[config.mk]
export PLATFORM = sky130hd
export DESIGN_NAME = hbcr_regs
export DESIGN_NICKNAME = d
export VERILOG_FILES = /design/src/hbcr_pkg.sv /design/src/hbcr_rom_loader.sv /design/src/hbcr_regs.sv
export SDC_FILE = /design/constraint.sdc
export NUM_CORES = 1
export LEC_CHECK = 0
export BUFFER_PORTS_ARGS = -buffer_cell sky130_fd_sc_hd__clkbuf_2
export CORE_MARGIN = 1.5
export CORE_UTILIZATION = 40
export DETAILED_ROUTE_END_ITERATION = 10
export RECOVER_POWER = 50
export SLEW_MARGIN = 30
export SYNTH_ARGS = -nofsm -noshare
export SYNTH_HDL_FRONTEND = slang
export SYNTH_HIERARCHICAL = 1
export SYNTH_SLANG_ARGS = --single-unit
[constraint.sdc]
create_clock -name SYS_CLK_IN -period 2.81 [get_ports SYS_CLK_IN]
set_input_delay 0.4215 -clock SYS_CLK_IN [delete_from_list [all_inputs] [get_ports SYS_CLK_IN]]
set_output_delay 0.4215 -clock SYS_CLK_IN [all_outputs]
set_load 0.005 [all_outputs]
[src/hbcr_pkg.sv]
// host bus config registers: shared constants, field positions and types
// assumes a 16-bit register view, 10 MHz system clock, microwire serial rom
package hbcr_pkg;
  // timing
  localparam int CLK_PERIOD_NS   = 100;
  localparam int ROM_SK_HALF_NS  = 500;
  localparam int ROM_SK_HALF_CYC = (ROM_SK_HALF_NS + CLK_PERIOD_NS - 1) / CLK_PERIOD_NS;
  // banks and byte offsets within a bank
  localparam logic [5:0] BANK_BUS   = 6'h00;
  localparam logic [5:0] BANK_STA   = 6'h02;
  localparam logic [5:0] BANK_CHIP  = 6'h03;
  localparam logic [5:0] BANK_TXQ   = 6'h10;
  localparam logic [3:0] OFF_0      = 4'h0;
  localparam logic [3:0] OFF_2      = 4'h2;
  localparam logic [3:0] OFF_4      = 4'h4;
  localparam logic [3:0] OFF_6      = 4'h6;
  localparam logic [3:0] OFF_8      = 4'h8;
  localparam logic [3:0] OFF_BANKSEL = 4'he;
  // reset values
  localparam logic [15:0] BASE_DEFAULT = 16'h0300;
  localparam logic [1:0]  SPEED_FAST   = 2'h0;
  localparam logic [1:0]  SPEED_SLOW   = 2'h3;
  localparam logic [11:0] WMARK_3K     = 12'hc00;
  localparam logic [11:0] WMARK_2K     = 12'h800;
  // field positions
  localparam int P_BASE      = 5;
  localparam int W_BASE      = 11;
  localparam int P_WMARK     = 12;
  localparam int P_BAD_FLAG  = 15;
  localparam int P_BAD_VAL   = 11;
  localparam int P_CLASH     = 10;
  localparam int P_BURST     = 12;
  localparam int P_SPEED     = 0;
  localparam int P_SW_ACC    = 4;
  localparam int P_ROM_DI    = 3;
  localparam int P_ROM_CTL   = 0;
  localparam int P_TXM_DONE  = 12;
  localparam int P_TXM_FAIL  = 11;
  localparam int P_RXM_DONE  = 4;
  localparam int P_RXM_FAIL  = 3;
  localparam int P_SOFT_RST  = 0;
  localparam int P_BUS16     = 0;
  localparam int P_CFG_SPEED = 1;
  localparam int P_TXCTL     = 0;
  localparam int P_TX_PAUSE  = 3;
  localparam int P_TX_PAD    = 2;
  localparam int P_TX_CRC    = 1;
  localparam int P_TX_RUN    = 0;
  // serial rom words and command
  localparam logic [5:0] ROM_W_BASE = 6'h00;
  localparam logic [5:0] ROM_W_MACL = 6'h01;
  localparam logic [5:0] ROM_W_MACM = 6'h02;
  localparam logic [5:0] ROM_W_MACH = 6'h03;
  localparam logic [5:0] ROM_W_CFG  = 6'h06;
  localparam logic [2:0] ROM_OP_READ = 3'h6;
  localparam logic [4:0] ROM_CMD_LAST  = 5'h08;
  localparam logic [4:0] ROM_DATA_LAST = 5'h0f;
  localparam logic [2:0] ROM_SEL_LAST  = 3'h4;
  localparam logic [1:0] BOOT_WAIT     = 2'h2;
  typedef enum logic [1:0] {
    HBCR_LD_IDLE = 2'b00,
    HBCR_LD_CMD  = 2'b01,
    HBCR_LD_DATA = 2'b10,
    HBCR_LD_GAP  = 2'b11
  } hbcr_ld_state_t;
endpackage : hbcr_pkg

[src/hbcr_rom_loader.sv]
// serial rom loader: reads the boot words one after another over microwire
// assumes the data-in level is already synchronised by the caller
`timescale 1ns/1ps
module hbcr_rom_loader import hbcr_pkg::*; #(
  parameter int HALF_CYC = ROM_SK_HALF_CYC
) (
  // clock and reset
  input  wire logic        clk_in,
  input  wire logic        rst_n_in,
  input  wire logic        ce_in,
  // control
  input  wire logic        start_in,
  output logic             busy_out,
  // rom pins
  input  wire logic        rom_di_in,
  output logic             rom_cs_out,
  output logic             rom_sk_out,
  output logic             rom_do_out,
  // loaded word
  output logic [15:0]      word_out,
  output logic [5:0]       word_addr_out,
  output logic             word_valid_out
);
  typedef struct packed {
    hbcr_ld_state_t state;
    logic [7:0]     div;
    logic [4:0]     bit_cnt;
    logic [2:0]     sel;
    logic           sk;
    logic           cs;
    logic [15:0]    shreg;
    logic           valid;
  } hbcr_ld_t;

  hbcr_ld_t st;
  hbcr_ld_t next_st;

  // word order of the boot sequence
  function automatic logic [5:0] word_addr(input logic [2:0] sel);
    unique case (sel)
      3'h0:    word_addr = ROM_W_BASE;
      3'h1:    word_addr = ROM_W_MACL;
      3'h2:    word_addr = ROM_W_MACM;
      3'h3:    word_addr = ROM_W_MACH;
      default: word_addr = ROM_W_CFG;
    endcase
  endfunction : word_addr

  // read command sits in the top bits and shifts out msb first
  function automatic logic [15:0] cmd_word(input logic [2:0] sel);
    cmd_word = {ROM_OP_READ, word_addr(sel), 7'h00};
  endfunction : cmd_word

  // sequencer: sample on rising clock edge, advance on falling
  always_comb begin
    logic tick;
    tick = (st.div == 8'(HALF_CYC - 1));
    next_st = st;
    next_st.valid = 1'b0;
    next_st.div = tick ? 8'h00 : st.div + 8'h01;
    unique case (st.state)
      HBCR_LD_IDLE: begin
        next_st.div = 8'h00;
        if (start_in) begin
          next_st.sel = 3'h0;
          next_st.cs = 1'b1;
          next_st.sk = 1'b0;
          next_st.bit_cnt = 5'h00;
          next_st.shreg = cmd_word(3'h0);
          next_st.state = HBCR_LD_CMD;
        end
      end
      HBCR_LD_CMD: begin
        if (tick && !st.sk) begin
          next_st.sk = 1'b1;
        end else if (tick) begin
          next_st.sk = 1'b0;
          next_st.shreg = {st.shreg[14:0], 1'b0};
          next_st.bit_cnt = st.bit_cnt + 5'h01;
          if (st.bit_cnt == ROM_CMD_LAST) begin
            next_st.bit_cnt = 5'h00;
            next_st.state = HBCR_LD_DATA;
          end
        end
      end
      HBCR_LD_DATA: begin
        if (tick && !st.sk) begin
          next_st.sk = 1'b1;
          next_st.shreg = {st.shreg[14:0], rom_di_in};
        end else if (tick) begin
          next_st.sk = 1'b0;
          next_st.bit_cnt = st.bit_cnt + 5'h01;
          if (st.bit_cnt == ROM_DATA_LAST) begin
            next_st.valid = 1'b1;
            next_st.cs = 1'b0;
            next_st.state = HBCR_LD_GAP;
          end
        end
      end
      HBCR_LD_GAP: begin
        if (tick && st.sel == ROM_SEL_LAST) begin
          next_st.state = HBCR_LD_IDLE;
        end else if (tick) begin
          next_st.sel = st.sel + 3'h1;
          next_st.cs = 1'b1;
          next_st.bit_cnt = 5'h00;
          next_st.shreg = cmd_word(st.sel + 3'h1);
          next_st.state = HBCR_LD_CMD;
        end
      end
    endcase
  end

  // state register, frozen while the clock enable is low
  always_ff @(posedge clk_in or negedge rst_n_in) begin
    if (!rst_n_in) begin
      st <= '0;
    end else if (ce_in) begin
      st <= next_st;
    end
  end

  assign busy_out       = (st.state != HBCR_LD_IDLE);
  assign rom_cs_out     = st.cs;
  assign rom_sk_out     = st.sk;
  assign rom_do_out     = (st.state == HBCR_LD_CMD) & st.shreg[15];
  assign word_out       = st.shreg;
  assign word_addr_out  = word_addr(st.sel);
  assign word_valid_out = st.valid;
endmodule : hbcr_rom_loader

[src/hbcr_regs.sv]
// host bus config registers: base decode, bus errors, station address,
// serial rom access and boot load, soft reset and transmit control/status
// assumes host bus strobes are synchronous to SYS_CLK_IN, one cycle each
`timescale 1ns/1ps
module hbcr_regs import hbcr_pkg::*; #(
  parameter logic DEFAULT_BUS16 = 1'b1
) (
  // clock, reset, enable
  input  wire logic        SYS_CLK_IN,
  input  wire logic        RST_N_IN,
  input  wire logic        CE_IN,
  // straps
  input  wire logic        ROM_LOAD_ENABLE_PIN_IN,
  // host bus
  input  wire logic [15:0] BUS_ADDR_IN,
  input  wire logic [3:0]  BUS_BE_IN,
  input  wire logic [15:0] BUS_WDATA_IN,
  input  wire logic        BUS_WR_IN,
  input  wire logic        BUS_RD_IN,
  input  wire logic        BUS_SYNC_XFER_IN,
  input  wire logic        BUS_ASYNC_XFER_IN,
  output logic [15:0]      BUS_RDATA_OUT,
  output logic             BUS_HIT_OUT,
  // serial rom pins
  input  wire logic        ROM_SERIAL_IN_PIN_IN,
  output logic             ROM_SERIAL_OUT_PIN_OUT,
  output logic             ROM_SERIAL_CLOCK_PIN_OUT,
  output logic             ROM_SELECT_PIN_OUT,
  // self-test results
  input  wire logic        TX_MEM_TEST_DONE_IN,
  input  wire logic        TX_MEM_TEST_FAILED_IN,
  input  wire logic        RX_MEM_TEST_DONE_IN,
  input  wire logic        RX_MEM_TEST_FAILED_IN,
  // queue manager
  input  wire logic        SWITCH_PAUSE_GLOBAL_IN,
  input  wire logic        RX_FIFO_AT_THRESH_IN,
  input  wire logic        TX_FRAME_BUSY_IN,
  input  wire logic        TX_DONE_IN,
  input  wire logic [5:0]  TX_DONE_TAG_IN,
  output logic             TX_SEND_PAUSE_OUT,
  output logic             TX_PAD_ENABLE_OUT,
  output logic             TX_CHECKSUM_APPEND_OUT,
  output logic             TRANSMIT_RUN_OUT,
  output logic [11:0]      RX_HIGH_WATERMARK_OUT,
  // chip configuration
  output logic [2:0]       BURST_SIZE_OUT,
  output logic [1:0]       INTERNAL_BUS_SPEED_OUT,
  output logic             BUS_WIDTH_16_OUT,
  output logic             SOFT_RESET_OUT,
  output logic             LOADING_OUT
);
  typedef struct packed {
    logic [W_BASE-1:0] base;
    logic              wm_sel;
    logic              bad_flag;
    logic [3:0]        bad_val;
    logic              clash;
    logic [2:0]        burst;
    logic [15:0]       mac_lo;
    logic [15:0]       mac_mid;
    logic [15:0]       mac_hi;
    logic [1:0]        speed;
    logic              sw_acc;
    logic [2:0]        rom_ctl;
    logic              soft_rst;
    logic              bus16;
    logic [3:0]        txctl;
    logic [5:0]        tx_tag;
    logic              tx_run;
    logic [5:0]        bank;
    logic [15:0]       rdata;
    logic [1:0]        boot;
    logic              loading;
    logic              start;
    logic              en_s1;
    logic              en_s2;
    logic              di_s1;
    logic              di_s2;
  } hbcr_regs_t;

  hbcr_regs_t  st;
  hbcr_regs_t  next_st;
  logic        ld_busy;
  logic        ld_cs;
  logic        ld_sk;
  logic        ld_do;
  logic [15:0] ld_word;
  logic [5:0]  ld_addr;
  logic        ld_valid;
  logic [10:0] eff_base;
  logic        hit;
  logic        legal;
  logic [3:0]  off;
  logic [15:0] rv;
  logic [15:0] wv;

  // byte-lane merge so byte writes keep the other half
  function automatic logic [15:0] merge(input logic [15:0] old,
                                        input logic [15:0] wd,
                                        input logic [1:0]  lanes);
    merge = {lanes[1] ? wd[15:8] : old[15:8], lanes[0] ? wd[7:0] : old[7:0]};
  endfunction : merge

  // lane patterns a 16/32-bit host may present: bytes, words, dword
  function automatic logic be_legal(input logic [3:0] be);
    unique case (be)
      4'h1, 4'h2, 4'h4, 4'h8, 4'h3, 4'hc, 4'hf: be_legal = 1'b1;
      default:                                  be_legal = 1'b0;
    endcase
  endfunction : be_legal

  // boot loader walks the rom words once after reset if the strap asks for it
  hbcr_rom_loader u_loader (
    .clk_in         (SYS_CLK_IN),
    .rst_n_in       (RST_N_IN),
    .ce_in          (CE_IN),
    .start_in       (st.start),
    .busy_out       (ld_busy),
    .rom_di_in      (st.di_s2),
    .rom_cs_out     (ld_cs),
    .rom_sk_out     (ld_sk),
    .rom_do_out     (ld_do),
    .word_out       (ld_word),
    .word_addr_out  (ld_addr),
    .word_valid_out (ld_valid)
  );

  // address decode; default base used until the boot load ends
  assign eff_base = st.loading ? BASE_DEFAULT[15:P_BASE] : st.base;
  assign hit   = (BUS_ADDR_IN[15:P_BASE] == eff_base);
  assign legal = be_legal(BUS_BE_IN);
  assign off   = {BUS_ADDR_IN[3:1], 1'b0};

  // read view of the addressed register; unmapped locations read zero
  always_comb begin
    rv = 16'h0000;
    if (off == OFF_BANKSEL) begin
      rv = {10'h000, st.bank};
    end else begin
      unique case (st.bank)
        BANK_BUS: begin
          unique case (off)
            OFF_0: rv = {st.base, 5'h00};
            OFF_4: rv[P_WMARK] = st.wm_sel;
            OFF_6: begin
              rv[P_BAD_FLAG] = st.bad_flag;
              rv[P_BAD_VAL +: 4] = st.bad_val;
              rv[P_CLASH] = st.clash;
            end
            OFF_8: rv[P_BURST +: 3] = st.burst;
            default: rv = 16'h0000;
          endcase
        end
        BANK_STA: begin
          unique case (off)
            OFF_0:   rv = st.mac_lo;
            OFF_2:   rv = st.mac_mid;
            OFF_4:   rv = st.mac_hi;
            default: rv = 16'h0000;
          endcase
        end
        BANK_CHIP: begin
          unique case (off)
            OFF_0: rv[P_SPEED +: 2] = st.speed;
            OFF_2: begin
              rv[P_SW_ACC] = st.sw_acc;
              rv[P_ROM_DI] = st.di_s2;
              rv[P_ROM_CTL +: 3] = st.rom_ctl;
            end
            OFF_4: begin
              rv[P_TXM_DONE] = TX_MEM_TEST_DONE_IN;
              rv[P_TXM_FAIL] = TX_MEM_TEST_FAILED_IN;
              rv[P_RXM_DONE] = RX_MEM_TEST_DONE_IN;
              rv[P_RXM_FAIL] = RX_MEM_TEST_FAILED_IN;
            end
            OFF_6: rv[P_SOFT_RST] = st.soft_rst;
            OFF_8: rv[P_BUS16] = st.bus16;
            default: rv = 16'h0000;
          endcase
        end
        BANK_TXQ: begin
          unique case (off)
            OFF_0:   rv[P_TXCTL +: 4] = st.txctl;
            OFF_2:   rv[5:0] = st.tx_tag;
            default: rv = 16'h0000;
          endcase
        end
        default: rv = 16'h0000;
      endcase
    end
  end

  assign wv = merge(rv, BUS_WDATA_IN, BUS_BE_IN[1:0]);

  // next-state: host writes, hardware events, boot load
  always_comb begin
    logic acc;
    logic wr;
    acc = hit & (BUS_WR_IN | BUS_RD_IN);
    wr  = hit & BUS_WR_IN & legal;
    next_st = st;
    // two-flop synchronisers for the strap and the rom data pin
    next_st.en_s1 = ROM_LOAD_ENABLE_PIN_IN;
    next_st.en_s2 = st.en_s1;
    next_st.di_s1 = ROM_SERIAL_IN_PIN_IN;
    next_st.di_s2 = st.di_s1;
    next_st.start = 1'b0;
    // strap is trusted only once its synchroniser has filled
    if (st.boot != BOOT_WAIT + 2'h1) begin
      next_st.boot = st.boot + 2'h1;
      if (st.boot == BOOT_WAIT && st.en_s2) begin
        next_st.start = 1'b1;
        next_st.loading = 1'b1;
      end
    end
    if (st.loading && !st.start && !ld_busy) begin
      next_st.loading = 1'b0;
    end
    if (BUS_RD_IN && hit) begin
      next_st.rdata = rv;
    end
    // host writes; rom contents are never touched by any of these
    if (wr) begin
      if (off == OFF_BANKSEL) begin
        next_st.bank = wv[5:0];
      end else begin
        unique case (st.bank)
          BANK_BUS: begin
            unique case (off)
              OFF_0: next_st.base = wv[15:P_BASE];
              OFF_4: next_st.wm_sel = wv[P_WMARK];
              OFF_8: next_st.burst = wv[P_BURST +: 3];
              default: next_st.burst = st.burst;
            endcase
          end
          BANK_STA: begin
            unique case (off)
              OFF_0: next_st.mac_lo = wv;
              OFF_2: next_st.mac_mid = wv;
              OFF_4: next_st.mac_hi = wv;
              default: next_st.mac_lo = st.mac_lo;
            endcase
          end
          BANK_CHIP: begin
            unique case (off)
              OFF_0: next_st.speed = wv[P_SPEED +: 2];
              OFF_2: begin
                next_st.sw_acc = wv[P_SW_ACC];
                next_st.rom_ctl = wv[P_ROM_CTL +: 3];
              end
              OFF_6: next_st.soft_rst = wv[P_SOFT_RST];
              default: next_st.speed = st.speed;
            endcase
          end
          BANK_TXQ: begin
            if (off == OFF_0) begin
              next_st.txctl = wv[P_TXCTL +: 4];
            end
          end
          default: next_st.bank = st.bank;
        endcase
      end
    end
    // error flags: write one clears, a new event in the same cycle wins
    if (wr && st.bank == BANK_BUS && off == OFF_6 && BUS_BE_IN[1]) begin
      if (BUS_WDATA_IN[P_BAD_FLAG]) next_st.bad_flag = 1'b0;
      if (BUS_WDATA_IN[P_CLASH])    next_st.clash = 1'b0;
    end
    if (acc && !legal) begin
      next_st.bad_flag = 1'b1;
      next_st.bad_val  = BUS_BE_IN;
    end
    if (BUS_SYNC_XFER_IN && BUS_ASYNC_XFER_IN) begin
      next_st.clash = 1'b1;
    end
    // boot words land in the active registers only
    if (ld_valid) begin
      unique case (ld_addr)
        ROM_W_BASE: next_st.base = ld_word[15:P_BASE];
        ROM_W_MACL: next_st.mac_lo = ld_word;
        ROM_W_MACM: next_st.mac_mid = ld_word;
        ROM_W_MACH: next_st.mac_hi = ld_word;
        ROM_W_CFG: begin
          next_st.speed = ld_word[P_CFG_SPEED] ? SPEED_SLOW : SPEED_FAST;
          next_st.bus16 = ld_word[P_BUS16];
        end
        default: next_st.base = st.base;
      endcase
    end
    // run drops only once the frame in flight has gone; soft reset stops it
    next_st.tx_run = st.txctl[P_TX_RUN] | (st.tx_run & TX_FRAME_BUSY_IN);
    if (st.soft_rst) begin
      next_st.tx_run = 1'b0;
    end
    if (TX_DONE_IN) begin
      next_st.tx_tag = TX_DONE_TAG_IN;
    end
  end

  // state register; reset values give the no-rom defaults
  always_ff @(posedge SYS_CLK_IN or negedge RST_N_IN) begin
    if (!RST_N_IN) begin
      st         <= '0;
      st.base    <= BASE_DEFAULT[15:P_BASE];
      st.speed   <= SPEED_FAST;
      st.bus16   <= DEFAULT_BUS16;
    end else if (CE_IN) begin
      st <= next_st;
    end
  end

  // rom pins: software bit-bang or the boot loader, never both
  assign ROM_SERIAL_OUT_PIN_OUT   = st.sw_acc ? st.rom_ctl[2] : ld_do;
  assign ROM_SERIAL_CLOCK_PIN_OUT = st.sw_acc ? st.rom_ctl[1] : ld_sk;
  assign ROM_SELECT_PIN_OUT       = st.sw_acc ? st.rom_ctl[0] : ld_cs;

  // host side outputs
  assign BUS_RDATA_OUT = st.rdata;
  assign BUS_HIT_OUT   = hit;

  // queue manager controls; pause needs both enables and the fifo at its threshold
  assign TX_SEND_PAUSE_OUT = st.txctl[P_TX_PAUSE] & SWITCH_PAUSE_GLOBAL_IN
                             & RX_FIFO_AT_THRESH_IN;
  assign TX_PAD_ENABLE_OUT      = st.txctl[P_TX_PAD];
  assign TX_CHECKSUM_APPEND_OUT = st.txctl[P_TX_CRC];
  assign TRANSMIT_RUN_OUT       = st.tx_run;
  assign RX_HIGH_WATERMARK_OUT  = st.wm_sel ? WMARK_2K : WMARK_3K;

  // chip configuration
  assign BURST_SIZE_OUT         = st.burst;
  assign INTERNAL_BUS_SPEED_OUT = st.speed;
  assign BUS_WIDTH_16_OUT       = st.bus16;
  assign SOFT_RESET_OUT         = st.soft_rst;
  assign LOADING_OUT            = st.loading;
endmodule : hbcr_regs

==> impl_metrics.tcl, run 1 <==
set metrics [dict create \
    status "complete, no violations" \
    hold_start "TX_DONE_TAG_IN[3]" \
    crit_chain "buf_4 -> nand4bb_1 -> a2bb2oi_1 -> a22o_1 -> buf_6 -> buf_4 -> nor4b_4 -> buf_4 -> nand3_1 -> mux2_2" \
    clock_latency_ns 0.43 \
    fin_nets 1222 \
    reg2reg_depth 10 \
    power.net_switching_w 0.00151 \
    power_density_nw_per_um2 485 \
    timing.rr.end "SOFT_RESET_OUT" \
    max_stage_delay_ns 0.48 \
    max_slew.worst_pin.slew_ns 1.43 \
    antenna_found_initial 0 \
    drt-total-wl_um 28100 \
    grt.total_usage 0.230 \
    drv_slew 0 \
    cp_slowest_cell "dfrtp_2" \
    fmax_mhz 368 \
    ys_seq_area_frac 0.402 \
    reg2reg_from "LOADING_OUT" \
    wire_per_inst_um 19.1 \
    area_delta_synth_final_pct 19.3 \
    firstDrtPassIters 6 \
    ir_worst_vdd_uv 341 \
    cp-start-kind "flip-flop" \
    final_core_util 0.488 \
    ys_ff_latch 155 \
    cts_buffers 17 \
    grt_pass1_vias 8018 \
    drive_gt1_frac 0.287 \
    num_vias 8219 \
    row_count 56 \
    antenna_cells 0 \
    drc 0 \
    max-slew-margin-rel 0.0436 \
    power.leakage_nw 5.52 \
    setup_viol 0 \
    synth.cell_area_um2 9670 \
    grt_pass1_wl_um 44000 \
    holdPathEnd "st[34]" \
    synth_compound_area_frac 0.196 \
    cp.arrival_ns 3.04 \
    synth.distinct_cells 87 \
    avgViaCountPerCell 5.57 \
    synth_edf_count 0 \
    path_common_cell "buf_4" \
    yosys_warnings 6 \
    ys.flop_type "dfrtp_1" \
    synthMuxAreaShare 0.101 \
    final.setup.tns_ns 0 \
    yosys.area_share.simple 0.173 \
    p_seq_frac 0.434 \
    ctsHtreeMaxLevel 4 \
    dp_hpwl_um 21300 \
    clock-sinks 155 \
    portBuffers 89 \
    core-area_um2 23600 \
    p_comb_frac 0.134 \
    synth_top_family_by_area "compound AO/OA/AOI/OAI gates" \
    internal-power_w 0.00408 \
    synthAdderAreaFrac 0.0246 \
    grt_max_degree 54 \
    criticalPathCategory "reg2reg" \
    hold_depth 2 \
    skew_ns 0.0157 \
    hp-class "in2reg" \
    grt_overflow 0 \
    syn_area_per_cell_um2 9.53 \
    die_h_um 158 \
    cts_root_buf "clkbuf_16" \
    rsz0062_at_grt "no" \
    critPathRequiredTime_ns 3.13 \
    start_util 0.409 \
    cts_tree "done" \
    hold_viol 0 \
    drtAntennaViolNets 0 \
    critPathMaxFanout 6 \
    ios 103 \
    clockBufferDepth 2 \
    fin_crit_sh 0.967 \
    ff2ff_setup_slack_ns 0.09 \
    clkPwrFrac 0.432 \
    async_flop_share 1.00 \
    end_kind "flip-flop" \
    cts.reportedPaths.clkPinSlew_ns 0.07 \
    drt-initial-drc-count 499 \
    finalCriticalPeriod_ns 2.72 \
    gp_congestion 0.923 \
    syn_inst 1014 \
    die-width_um 158 \
    max_cap_viol_count 0 \
    p_sw_frac 0.271 \
    power_w 0.00559 \
    die-area_um2 25100 \
    synthXorXnorAreaFrac 0.00984 \
]
metrics by stage:
stage	cell area [um^2]	setup WS (ns)	cells	hold WS, ns
3_3_place_gp	10800	0.0898	1437	0.421
5_1_grt	11500	0.00495	1475	0.202
3_5_place_dp	10800	0.0313	1437	0.417
2_1_floorplan	9710	0.170	1025	0.126
6_report	11500	0.0920	1475	0.215
4_1_cts	11400	0.0288	1469	0.204
worst max path at each step:
stage	start	to	slack (ns)
2_1_floorplan	u_loader/st[19]	st[64]	0.17
3_3_place_gp	BUS_ADDR_IN[1]	st[54]	0.09
3_5_place_dp	u_loader/st[19]	INTERNAL_BUS_SPEED_OUT[1]	0.03
4_1_cts	u_loader/st[19]	INTERNAL_BUS_SPEED_OUT[1]	0.03
5_1_grt	st[27]	st[63]	0.005
6_report	LOADING_OUT	SOFT_RESET_OUT	0.09
cell usage in the layout, fill, tap and decap left out, drive strengths merged, types with 12 or more instances in the layout:
master	count
nor2	107
a22oi	12
conb	14
ha	19
clkbuf	111
a221oi	33
buf	110
a211oi	27
a21oi	18
nand3	19
nand2	57
mux2i	37
inv	71
nand2b	13
nor3	24
a311oi	13
dfrtp	152
o21ai	59
mux2	54
cells in the mapped netlist (all sizes together), types with 12 or more instances:
cell,n,area share
clkbuf,34,0.013
a221oi,33,0.030
ha,19,0.025
inv,68,0.026
a311oi,13,0.012
a211oi,27,0.026
nand3,19,0.010
nand2b,13,0.0084
mux2,54,0.063
a21oi,18,0.0093
mux2i,37,0.038
buf,69,0.053
o21ai,59,0.031
dfrtp,152,0.39
a22oi,12,0.0093
nor3,24,0.018
nand2,57,0.022
nor2,107,0.042
logic make-up after synthesis:
logic type	Yosys count
buffers and inverters	173
muxes	91
and+or+nand+nor	310
other	3
DFF	155
xor gates and xnor gates	10
adders and majority gates	19
AOI/OAI and AO/OA	253
worst max-delay path, delay by kind of cell (launching register included):
kind / cells / cell delay (ns)
flops: 1 / 0.48
mux: 1 / 0.31
compound gates: 2 / 0.44
simple gates: 3 / 0.70
buf+inv: 4 / 0.69
repair_timing:
item                                    in CTS  in global routing
setup buffers                                0                  6
endpoints found under the setup margin       1                 40
resized for setup                            2                 22
pin swaps                                    0                  5
hold buffers                                 1                  0
hold endpoints to repair                    50                  0
state kept, by name (all words and copies together) (netlist names):
signal	count
BURST_SIZE_OUT	3
LOADING_OUT	1
SOFT_RESET_OUT	1
u_loader/st	18
BUS_RDATA_OUT	16
BUS_WIDTH_16_OUT	1
TRANSMIT_RUN_OUT	1
u_loader/word_out	16
next_st	2
TX_CHECKSUM_APPEND_OUT	1
u_loader/rom_sk_out	1
INTERNAL_BUS_SPEED_OUT	2
u_loader/word_valid_out	1
st	89
TX_PAD_ENABLE_OUT	1
u_loader/rom_cs_out	1
area by class of cell:
class | count | area, um^2
inverter | 70 | 263
multi-input combinational | 697 | 5020
clock inverter | 12 | 164
timing repair buffer | 203 | 1360
sequential | 155 | 3880
clock buffer | 19 | 443
fill | 2280 | 12100
tap | 319 | 399
metal layers:
layer,up-vias,track usage,share of wire
met5,-,0,0
met4,0,0.0783,0.022
met3,41,0.0381,0.049
met2,237,0.375,0.47
met1,4039,0.309,0.46
li1,3902,-,-
power groups by stage:
stage / Clock (W) / Combinational [W] / Sequential [W]
after floorplan: 0 / 0.000450 / 0.00243
after global placement: 0 / 0.000680 / 0.00246
after detailed placement: 0 / 0.000687 / 0.00247
after CTS: 0.00245 / 0.000692 / 0.00243
after global routing: 0.00254 / 0.000823 / 0.00244
final: 0.00242 / 0.000747 / 0.00243
(Power assumes the default switching activity.)
==> run 2: changes to the inputs <==
--- a/config.mk
+++ b/config.mk
@@ -5,6 +5,7 @@
 export SDC_FILE = /design/constraint.sdc
 export NUM_CORES = 1
 export LEC_CHECK = 0
+export ABC_AREA = 1
 export BUFFER_PORTS_ARGS = -buffer_cell sky130_fd_sc_hd__clkbuf_2
 export CORE_MARGIN = 1.5
 export CORE_UTILIZATION = 40
==> constraint.sdc (replaced) <==
create_clock -name SYS_CLK_IN -period 3.05 [get_ports SYS_CLK_IN]
set_input_delay 0.4575 -clock SYS_CLK_IN [delete_from_list [all_inputs] [get_ports SYS_CLK_IN]]
set_output_delay 0.4575 -clock SYS_CLK_IN [all_outputs]
set_load 0.005 [all_outputs]
==> run 2 against run 1 <==
Net effect:
- the run now ends with max-capacitance violations, max-slew violations left
- worst setup slack improved by 0.31 ns
- sequential cell count unchanged
- design area decreased by 0.74%
- wire length increased by 8.9%
- sequential power decreased by 3%
- die area increased by 6.5%
- utilization decreased by 3.5 points
- non-clock buffer count decreased by 78
- combinational power increased by 97%
- first-iteration DRC count increased by 140%
- clock skew increased by 0.00092 ns
- critical path type is now reg2out
- largest power group unchanged
- highest routed layer unchanged
==> impl_metrics.tcl, run 2 <==
set metrics [dict create \
    status "finished, violations left" \
    violations "max-capacitance violations, max-slew violations" \
    num_vias 9886 \
    criticalPathCategory "reg2out" \
    clock-sinks 155 \
    grt_pass1_wl_um 49900 \
    syn_inst 1531 \
    power_density_nw_per_um2 523 \
    ys_ff_latch 155 \
    final_common_cell "nand2_1" \
    worst-path-buf-inv 2 \
    synth.distinct_cells 46 \
    gp_congestion 0.892 \
    crit_chain "inv_2 -> nand2_1 -> nand2_1 -> nand2_1 -> nor2_1 -> nand2_1 -> nor2_4 -> and2_1 -> clkbuf_2" \
    crit_family "simple AND/OR/NAND/NOR gates" \
    area_delta_synth_final_pct 11.1 \
    rsz0062_at_grt "no" \
    critPathMaxFanout 19 \
    core-area_um2 25300 \
    critPathRequiredTime_ns 2.59 \
    grt_overflow 0 \
    max_cap_viol_count 1 \
    end_kind "primary output" \
    cts_root_buf "clkbuf_16" \
    nFillCells 2643 \
    max_stage_delay_ns 0.51 \
    clock_latency_ns 0.45 \
    reg_top3 "st: 89 flops, u_loader/st: 18 flops" \
    synth_area_leaders "dfrtp_1 (37%), nand2_1 (23%), nand3_1 (9.9%)" \
    fin_nets 1657 \
    async_flop_share 1.00 \
    max-slew-margin-rel -0.348 \
    finalCriticalPeriod_ns 2.65 \
    synth_edf_count 0 \
    cts_tree "done" \
    die-area_um2 26700 \
    cp-start-kind "flip-flop" \
    postCtsHoldBufs 0 \
    ys.flop_type "dfrtp_1" \
    path_common_cell "nand2_1" \
    antenna_found_initial 0 \
    power_w 0.00599 \
    power.leakage_nw 5.98 \
    ctsHtreeMaxLevel 4 \
    cp_slowest_cell "dfrtp_1" \
    final_cell_mix "nand2_1 (618), nand3_1 (204), dfrtp_1 (152), inv_1 (121), clkbuf_2 (86)" \
    skew_ns 0.0166 \
    drt-initial-drc-count 1194 \
    drc 0 \
    fmax_mhz 378 \
    grt_max_degree 76 \
    cp.arrival_ns 2.19 \
    synth.cell_area_um2 10300 \
    dp_hpwl_um 21700 \
    yosysTopAreaCellShare 0.369 \
    drtAntennaViolNets 0 \
    setup_viol 0 \
    hold_viol 0 \
    die-width_um 164 \
    post_cts_resized 0 \
    drt-total-wl_um 30600 \
    fin_crit_sh 0.868 \
    antenna_cells 0 \
    start_util 0.408 \
    portBuffers 89 \
    die_h_um 164 \
    ios 103 \
    ir_worst_vdd_uv 323 \
    netlist_top_cells_count "nand2_1 (618), nand3_1 (204), dfrtp_1 (152), inv_1 (121), a21oi_1 (78)" \
    hp-class "in2reg" \
    yosysTopAreaCell "dfrtp_1" \
    firstDrtPassIters 5 \
    cts.reportedPaths.clkPinSlew_ns 0.06 \
    row_count 58 \
    yosys_warnings 6 \
    grt_pass1_vias 9328 \
    final.setup.tns_ns 0 \
    syn_area_per_cell_um2 6.73 \
    grt.total_usage 0.239 \
    regMostFlops "st" \
    wire_per_inst_um 15.9 \
    largest_reg_flops 89 \
    avgViaCountPerCell 5.14 \
    drv_slew 75 \
    yosysMostFrequentCell "nand2_1" \
    cts_buffers 17 \
    cts_setup_buffers 0 \
    max_slew.worst_pin.slew_ns 2.02 \
    clockBufferDepth 2 \
    drive_gt1_frac 0.132 \
    ys_seq_area_frac 0.377 \
]
[run 2: changes by cell type in the layout (fill, tap and decap cells not counted), moves of 38 or more]
cell	previous run	this run
nand2_1	57	618
nand3_1	18	204
buf_4	101	28
a21oi_1	17	78
inv_1	68	121
mux2_2	54	8
nor2_1	106	68
[run 2: power by group]
group | total [W] | switching (W) | leakage, nW | internal [W]
registers | 0.00235 | 0.000156 | 2.09 | 0.00220
logic | 0.00147 | 0.00102 | 3.61 | 0.000443
clock network | 0.00217 | 0.000990 | 0.280 | 0.00118
[run 2: worst register-to-register path: cells and delay by family, from the launching register on]
family	cells	cell delay, ns
DFF	1	0.51
buffers and inverters	1	0.36
and+or+nand+nor	12	1.70
[run 2: logic make-up (layout without fill, tap and decap cells)]
group           Yosys count  after routing  synth area share
xor+xnor                  7              7           0.00595
other cells               3             14           0.00109
fa+ha+maj                19             19            0.0231
compound gates          146            146            0.0755
buf+inv                 238            288             0.111
mux                       8              8           0.00874
simple gates            955            955             0.398
flops                   155            155             0.377
[run 2: worst paths after layout]
| kind | depth (start not counted) | from | slack [ns] | end |
|---|---|---|---|---|
| worst min register to register | 2 | BUS_RDATA_OUT[0] | 0.47 | BUS_RDATA_OUT[0] |
| worst min-delay path | 3 | ROM_LOAD_ENABLE_PIN_IN | 0.23 | next_st[2] |
| max in group asynchronous | 2 | RST_N_IN | 0.70 | st[78] |
| worst max register to register | 13 | LOADING_OUT | 0.41 | st[63] |
| worst max-delay path | 9 | LOADING_OUT | 0.40 | BUS_HIT_OUT |
| min in group asynchronous | 1 | RST_N_IN | 0.56 | st[26] |
[run 2: cell type report]
| type | instances | area [um^2] | share of cell area |
|---|---|---|---|
| clock buffers | 18 | 439 | 0.0384 |
| well taps | 330 | 413 | 0.0361 |
| clock inverters | 14 | 148 | 0.0129 |
| flip-flops and latches | 155 | 3880 | 0.339 |
| multi-input cells | 1149 | 5330 | 0.465 |
| inverters | 131 | 492 | 0.0430 |
| repair buffers | 125 | 747 | 0.0652 |
[run 2: per-stage QoR]
stage                      util  setup WS (ns)  area (um^2)  cells  hold slack [ns]
after CTS                 0.454          0.377        11500   1922           0.0596
after detailed placement  0.431          0.406        10900   1890            0.459
final                     0.453          0.403        11400   1922            0.232
after global routing      0.453         0.0765        11400   1922            0.234
after floorplan               -          0.889        10300   1542            0.162
after global placement    0.431          0.418        10900   1890            0.453
[run 2: routing by layer]
layer / track usage / wire length [um] / vias to the layer above
met2: 0.394 / 14200 / 339
met5: 0 / 0 / -
met1: 0.326 / 14000 / 4593
met4: 0.0653 / 371 / 0
li1: - / - / 4917
met3: 0.0348 / 2020 / 37
